===== config.mk =====
export PLATFORM = sky130hd
export DESIGN_NAME = tap_bypass
export DESIGN_NICKNAME = d
export VERILOG_FILES = /design/src/logic/tap_pkg.sv /design/src/logic/pin_sync.sv /design/src/logic/tap_bypass.sv
export SDC_FILE = /design/constraint.sdc
export NUM_CORES = 1
export LEC_CHECK = 0
export ABC_CLOCK_PERIOD_IN_PS = 4000
export BUFFER_PORTS_ARGS = -buffer_cell sky130_fd_sc_hd__buf_2
export CAP_MARGIN = 10
export CELL_PAD_IN_SITES_DETAIL_PLACEMENT = 1
export CELL_PAD_IN_SITES_GLOBAL_PLACEMENT = 1
export CORE_MARGIN = 8
export CORE_UTILIZATION = 35
export CTS_CLUSTER_DIAMETER = 30
export DETAILED_ROUTE_END_ITERATION = 12
export MAX_ROUTING_LAYER = met4
export PLACE_DENSITY = 0.75
export SLEW_MARGIN = 25
export SYNTH_ARGS = -nofsm -noshare
export SYNTH_HDL_FRONTEND = slang
export SYNTH_HIERARCHICAL = 1
export SYNTH_SLANG_ARGS = --single-unit

===== constraint.sdc =====
create_clock -name mclk -period 4 [get_ports mclk]
set_input_delay 1 -clock mclk [delete_from_list [all_inputs] [get_ports mclk]]
set_output_delay 1 -clock mclk [all_outputs]
set_load 0.02 [all_outputs]

===== src/logic/tap_pkg.sv =====
`default_nettype none
package tap_pkg;
  // tap controller states, standard 4-bit encoding
  typedef enum logic [3:0] {
    ST_RESET    = 4'h0,
    ST_IDLE     = 4'h1,
    ST_SEL_DR   = 4'h2,
    ST_CAP_DR   = 4'h3,
    ST_SHIFT_DR = 4'h4,
    ST_EXIT1_DR = 4'h5,
    ST_PAUSE_DR = 4'h6,
    ST_EXIT2_DR = 4'h7,
    ST_UPD_DR   = 4'h8,
    ST_SEL_IR   = 4'h9,
    ST_CAP_IR   = 4'hA,
    ST_SHIFT_IR = 4'hB,
    ST_EXIT1_IR = 4'hC,
    ST_PAUSE_IR = 4'hD,
    ST_EXIT2_IR = 4'hE,
    ST_UPD_IR   = 4'hF
  } tap_state_t;

  localparam int          IR_WIDTH     = 8;
  localparam logic [7:0]  IR_CAPTURE   = 8'h81;   // fixed pattern 10000001
  localparam logic [7:0]  IR_BYPASS    = 8'hFF;   // all-ones instruction
  localparam logic [7:0]  IR_RESET_VAL = 8'hFF;   // bypass after reset
  localparam logic        BYPASS_CAP   = 1'b0;
  localparam int          DR_WIDTH     = 8;       // user data register length
  localparam int          SYNC_STAGES  = 3;
  localparam logic        TCK_IDLE     = 1'b1;    // tck rests high between scans
endpackage
`default_nettype wire


===== src/logic/pin_sync.sv =====
`timescale 1ns/1ns
`default_nettype none
module pin_sync #(
  parameter logic RST_LVL = 1'b0  // resting level of the pin, so reset shows no edge
)
(
  input  wire logic mclk,   // system clock
  input  wire logic rst,    // sync reset
  input  wire logic ce,     // clock enable
  input  wire logic pin,    // asynchronous pin
  output var  logic level,  // filtered level
  output var  logic rise,   // one-cycle rising pulse
  output var  logic fall    // one-cycle falling pulse
);
  logic [2:0] stage;
  logic [2:0] next_stage;
  logic       next_level;

  // stage 0 is only read by stage 1; stages 1 and 2 must agree
  always_comb
  begin
    next_stage = {stage[1:0], pin};
    next_level = (stage[1] == stage[2]) ? stage[2] : level;
  end

  always_ff @(posedge mclk)
  begin
    if (rst)
    begin
      stage <= {3{RST_LVL}};
      level <= RST_LVL;
      rise  <= 1'b0;
      fall  <= 1'b0;
    end
    else if (ce)
    begin
      stage <= next_stage;
      level <= next_level;
      rise  <= next_level & ~level;
      fall  <= ~next_level & level;
    end
  end
endmodule
`default_nettype wire


===== src/logic/tap_bypass.sv =====
// Contract
// - In Update-IR the shifted instruction becomes active on the falling TCK edge.
// - With bypass active, leaving Capture-DR loads zero into the bypass stage on rising TCK.
// - On the falling edge after entering a shift state TDO is driven; the host gives TDI then.
// - The first bit is taken from TDI on the rising edge leaving the first shift cycle.
// - In bypass each TDI bit appears on TDO one TCK later, the captured zero first.
// - On the falling TCK edge in Exit1-DR TDO is released.
// - In Update-DR the shifted data moves to the update stage on the falling TCK edge.
// - TDI and TMS are sampled on rising TCK, TDO changes on falling TCK; host moves TMS on falling.
// - Leaving Capture-IR on rising TCK loads 10000001 into the instruction shifter.
`timescale 1ns/1ns
`default_nettype none
module tap_bypass #(
  parameter int DR_W = tap_pkg::DR_WIDTH
)
(
  input  wire logic            mclk,      // system clock, 250 MHz
  input  wire logic            rst,       // sync reset, active high
  input  wire logic            ce,        // clock enable
  input  wire logic            tck,       // test clock pin
  input  wire logic            tms,       // test mode select pin
  input  wire logic            tdi,       // test data in pin
  output var  logic            tdoOut,    // test data out value
  output var  logic            tdoOe,     // high while tdo is driven
  output var  logic [7:0]      activeIr,  // active instruction
  output var  logic [DR_W-1:0] userData,  // update stage of data register
  output var  logic [3:0]      tapState   // controller state
);
  tap_pkg::tap_state_t state;
  tap_pkg::tap_state_t next_state;
  logic                tckRise;
  logic                tckFall;
  logic                tmsLvl;
  logic                tdiLvl;
  logic [7:0]          irShift;
  logic [7:0]          next_irShift;
  logic [DR_W-1:0]     drShift;
  logic [DR_W-1:0]     next_drShift;
  logic                bypassBit;
  logic                next_bypassBit;
  logic [7:0]          next_activeIr;
  logic [DR_W-1:0]     next_userData;
  logic                next_tdoOut;
  logic                next_tdoOe;
  logic                isBypass;

  // tck edges found by oversampling; tck must stay well below mclk / 4
  // tck rests high, so its synchroniser starts high: a low start would
  // report a false rising edge right after reset
  pin_sync #(
    .RST_LVL (tap_pkg::TCK_IDLE)
  ) u_tck (
    .mclk  (mclk),
    .rst   (rst),
    .ce    (ce),
    .pin   (tck),
    .level (),
    .rise  (tckRise),
    .fall  (tckFall)
  );

  // tms level, only read when a tck edge is seen
  pin_sync u_tms (
    .mclk  (mclk),
    .rst   (rst),
    .ce    (ce),
    .pin   (tms),
    .level (tmsLvl),
    .rise  (),
    .fall  ()
  );

  // tdi level, only read when a tck edge is seen
  pin_sync u_tdi (
    .mclk  (mclk),
    .rst   (rst),
    .ce    (ce),
    .pin   (tdi),
    .level (tdiLvl),
    .rise  (),
    .fall  ()
  );

  // tms and tdi pass the same delay as tck, so levels at tckRise hold rising-edge values
  assign isBypass = (activeIr == tap_pkg::IR_BYPASS);

  // state walk on rising tck
  always_comb
  begin
    next_state = state;
    if (tckRise)
    begin
      case (state)
        tap_pkg::ST_RESET:    next_state = tmsLvl ? tap_pkg::ST_RESET   : tap_pkg::ST_IDLE;
        tap_pkg::ST_IDLE:     next_state = tmsLvl ? tap_pkg::ST_SEL_DR  : tap_pkg::ST_IDLE;
        tap_pkg::ST_SEL_DR:   next_state = tmsLvl ? tap_pkg::ST_SEL_IR  : tap_pkg::ST_CAP_DR;
        tap_pkg::ST_CAP_DR:   next_state = tmsLvl ? tap_pkg::ST_EXIT1_DR : tap_pkg::ST_SHIFT_DR;
        tap_pkg::ST_SHIFT_DR: next_state = tmsLvl ? tap_pkg::ST_EXIT1_DR : tap_pkg::ST_SHIFT_DR;
        tap_pkg::ST_EXIT1_DR: next_state = tmsLvl ? tap_pkg::ST_UPD_DR  : tap_pkg::ST_PAUSE_DR;
        tap_pkg::ST_PAUSE_DR: next_state = tmsLvl ? tap_pkg::ST_EXIT2_DR : tap_pkg::ST_PAUSE_DR;
        tap_pkg::ST_EXIT2_DR: next_state = tmsLvl ? tap_pkg::ST_UPD_DR  : tap_pkg::ST_SHIFT_DR;
        tap_pkg::ST_UPD_DR:   next_state = tmsLvl ? tap_pkg::ST_SEL_DR  : tap_pkg::ST_IDLE;
        tap_pkg::ST_SEL_IR:   next_state = tmsLvl ? tap_pkg::ST_RESET   : tap_pkg::ST_CAP_IR;
        tap_pkg::ST_CAP_IR:   next_state = tmsLvl ? tap_pkg::ST_EXIT1_IR : tap_pkg::ST_SHIFT_IR;
        tap_pkg::ST_SHIFT_IR: next_state = tmsLvl ? tap_pkg::ST_EXIT1_IR : tap_pkg::ST_SHIFT_IR;
        tap_pkg::ST_EXIT1_IR: next_state = tmsLvl ? tap_pkg::ST_UPD_IR  : tap_pkg::ST_PAUSE_IR;
        tap_pkg::ST_PAUSE_IR: next_state = tmsLvl ? tap_pkg::ST_EXIT2_IR : tap_pkg::ST_PAUSE_IR;
        tap_pkg::ST_EXIT2_IR: next_state = tmsLvl ? tap_pkg::ST_UPD_IR  : tap_pkg::ST_SHIFT_IR;
        tap_pkg::ST_UPD_IR:   next_state = tmsLvl ? tap_pkg::ST_SEL_DR  : tap_pkg::ST_IDLE;
        default:              next_state = tap_pkg::ST_RESET;
      endcase
    end
  end

  // shifters capture and shift on rising tck, using the state being left
  always_comb
  begin
    next_irShift   = irShift;
    next_drShift   = drShift;
    next_bypassBit = bypassBit;
    if (tckRise)
    begin
      case (state)
        tap_pkg::ST_CAP_IR:   next_irShift = tap_pkg::IR_CAPTURE;
        tap_pkg::ST_SHIFT_IR: next_irShift = {tdiLvl, irShift[7:1]};
        tap_pkg::ST_CAP_DR:
        begin
          if (isBypass)
            next_bypassBit = tap_pkg::BYPASS_CAP;
          else
            next_drShift = userData;
        end
        tap_pkg::ST_SHIFT_DR:
        begin
          if (isBypass)
            next_bypassBit = tdiLvl;
          else
            next_drShift = {tdiLvl, drShift[DR_W-1:1]};
        end
        default:              next_irShift = irShift;
      endcase
    end
  end

  // updates and tdo move on falling tck, in the state just entered; Test-Logic-Reset loads activeIr at once, without a tck edge
  always_comb
  begin
    next_activeIr = activeIr;
    next_userData = userData;
    next_tdoOut   = tdoOut;
    next_tdoOe    = tdoOe;
    if (state == tap_pkg::ST_RESET)
      next_activeIr = tap_pkg::IR_RESET_VAL;
    if (tckFall)
    begin
      case (state)
        tap_pkg::ST_SHIFT_IR:
        begin
          next_tdoOut = irShift[0];
          next_tdoOe  = 1'b1;
        end
        tap_pkg::ST_SHIFT_DR:
        begin
          next_tdoOut = isBypass ? bypassBit : drShift[0];
          next_tdoOe  = 1'b1;
        end
        tap_pkg::ST_UPD_IR:   next_activeIr = irShift;
        tap_pkg::ST_UPD_DR:
        begin
          if (!isBypass)
            next_userData = drShift;
          next_tdoOe = 1'b0;
        end
        tap_pkg::ST_EXIT1_IR,
        tap_pkg::ST_EXIT1_DR: next_tdoOe = 1'b0;
        default:              next_tdoOe = 1'b0;
      endcase
    end
  end

  // controller state; tapState is a copy so the status port leaves a flop
  always_ff @(posedge mclk)
  begin
    if (rst)
    begin
      state    <= tap_pkg::ST_RESET;
      tapState <= tap_pkg::ST_RESET;
    end
    else if (ce)
    begin
      state    <= next_state;
      tapState <= next_state;
    end
  end

  // shift stages; contents before the first capture are never shown
  always_ff @(posedge mclk)
  begin
    if (rst)
    begin
      irShift   <= tap_pkg::IR_RESET_VAL;
      drShift   <= '0;
      bypassBit <= 1'b0;
    end
    else if (ce)
    begin
      irShift   <= next_irShift;
      drShift   <= next_drShift;
      bypassBit <= next_bypassBit;
    end
  end

  // update stages and tdo; tdoOut keeps its last bit while released,
  // only tdoOe tells whether the pin is driven
  always_ff @(posedge mclk)
  begin
    if (rst)
    begin
      activeIr <= tap_pkg::IR_RESET_VAL;
      userData <= '0;
      tdoOut   <= 1'b0;
      tdoOe    <= 1'b0;
    end
    else if (ce)
    begin
      activeIr <= next_activeIr;
      userData <= next_userData;
      tdoOut   <= next_tdoOut;
      tdoOe    <= next_tdoOe;
    end
  end
endmodule
`default_nettype wire


==> flow_metrics.tcl <==
set metrics [dict create \
    outcome "complete, no violations" \
    finalCriticalPeriod_ns 2.63 \
    ant_nets 0 \
    port_buffers 27 \
    cts_resized 0 \
    layout_common_cells "dfxtp_1 (53), buf_2 (27), mux2i_1 (24)" \
    drc_errors 0 \
    slew_headroom_pct 41.2 \
    diodes 0 \
    clock_latency_ns 0.30 \
    syn_inst 246 \
    grt_pass1_vias 1831 \
    cp.required_ns 4.21 \
    area_growth_pct 9.39 \
    vdd_drop_max_v 0.000203 \
    arrival_ns 2.84 \
    dieArea_sq_um 9850 \
    drt_iter0_drc 69 \
    crit_path_end_kind "flop" \
    hold_buffers 0 \
    cts.path.max_buffers 2 \
    dpl-instance-area_sq_um 2560 \
    fin_nets 268 \
    synth_nets 252 \
    drive_gt1_share_pct 19.0 \
    overflow 0 \
    clkSlewWorstSetupHoldPaths_ns 0.10 \
    power_uw 884 \
    syn_area_per_cell_sq_um 9.86 \
    fp-row-count 30 \
    regToRegStartpoint "state[2]" \
    wl_mm 5.23 \
    ys.warnings.count 6 \
    cts_tree "built" \
    synth_area_sq_um 2430 \
    hpwl_mm 3.63 \
    power_density_nw_per_um2 333 \
    fin_worst_skew_ns 0.00719 \
    detail_route.first_pass.iterations 4 \
    drv_slew 0 \
    finalSetupTns_ns 0 \
    worst_setup_path_start_kind "input pin" \
    whs_endpoint "u_tck/stage[1]" \
    cts_max_level 2 \
    rr_endpoint "drShift[6]" \
    min_path_type "reg -> reg" \
    maxCapViolations 0 \
    rsz0062_at_grt "no" \
    rrSetupSlack_ns 1.58 \
    via_count 1866 \
    ioPinCount 28 \
    fp.dieH_microns 99.3 \
    grt_max_degree 28 \
    crit_family "compound AO/OA/AOI/OAI gates" \
    hold_violations 0 \
    period_share_pct 65.7 \
    cp_slowest_cell "a211oi_4" \
    antenna_found_initial 0 \
    clock-sinks 53 \
    post_drt_via_cell_ratio 5.44 \
    postCtsSetupRepairBufs 0 \
    hold_ws_ns 0.470 \
    gp_congestion 0.754 \
    fillCellCount 784 \
    slowest_delay_ns 0.64 \
    setup_violations 0 \
    layout_commonest_cell "dfxtp_1" \
    hp-start "u_tck/stage[0]" \
    cts-root-buf "clkbuf_8" \
    path_max_fanout 27 \
    post-route-cell-area_sq_um 2650 \
    whs_path_depth 1 \
    crit_type "in -> reg" \
    r2r_cells 4 \
    track_usage_pct 11.0 \
    worst_pin_slew_ns 0.882 \
    crit_chain "buf_2 -> nand2_1 -> a211oi_4 -> a21oi_1 -> a311oi_1" \
    cts_buffers 5 \
    wl_per_cell_microns 15.3 \
    power_leakage_uw 0.00107 \
    fmax_mhz 381 \
    chipWidth_microns 99.3 \
    start_util_pct 35.9 \
    critical_path_buf_inv_count 1 \
    grt_first_pass_wirelength_mm 8.81 \
    core_sq_um 6760 \
]
[metal layers]
| metal | up-vias | share of wire [%] | wire [microns] | track usage [%] |
|---|---|---|---|---|
| met3 | 7 | 3.7 | 193 | 2.72 |
| li1 | 940 | - | - | - |
| met1 | 890 | 50 | 2610 | 13.6 |
| met5 | - | 0 | 0 | - |
| met2 | 29 | 45 | 2370 | 17.3 |
| met4 | 0 | 1.2 | 63 | 3.49 |
[worst max path at each step]
stage,startpoint,to,slack (ns),cells after the start
after floorplan,ce,irShift[1],1.96,4
after global placement,ce,drShift[3],1.16,5
after detailed placement,ce,drShift[6],1.02,5
after CTS,ce,drShift[6],1.37,5
after global routing,ce,drShift[6],1.20,5
final,ce,drShift[6],1.37,5
[power breakdown]
group          leakage (uW)  switching [uW]  internal, uW
logic              0.000592            17.6          12.5
clock network     0.0000512             177           141
registers          0.000429            4.19           532
total               0.00107             199           685
[area by class of cell]
class / instances / area [sq um] / share of cell area (%)
sequential: 53 / 1060 / 40.0
inverter: 5 / 18.8 / 0.707
clock buffer: 6 / 82.6 / 3.11
clock inverter: 2 / 13.8 / 0.519
timing repair buffer: 28 / 143 / 5.37
tap: 80 / 100 / 3.77
multi-input combinational: 169 / 1230 / 46.5
[sequential cells by signal, summed over array words and instances, names as in the netlist]
name         cells
activeIr         8
bypassBit        1
drShift          8
irShift          8
state            4
tdoOe            1
tdoOut           1
u_tck/fall       1
u_tck/level      1
u_tck/rise       1
u_tck/stage      3
u_tdi/level      1
u_tdi/stage      3
u_tms/level      1
u_tms/stage      3
userData         8
[per-stage QoR]
step	instances	setup slack [ns]	utilization, %
floorplan	246	1.96	-
global placement	335	1.16	37.9
detailed placement	335	1.02	37.9
CTS	343	1.37	39.3
global route	343	1.20	39.3
finish	343	1.37	39.3
[worst reg2reg max path: stages (launching register included)]
cell,delay [ns]
dfxtp_1,0.74
or3b_4,0.47
a211oi_4,0.66
a21oi_1,0.15
a311oi_1,0.32
Note: power is estimated with default switching activity, not from simulation.
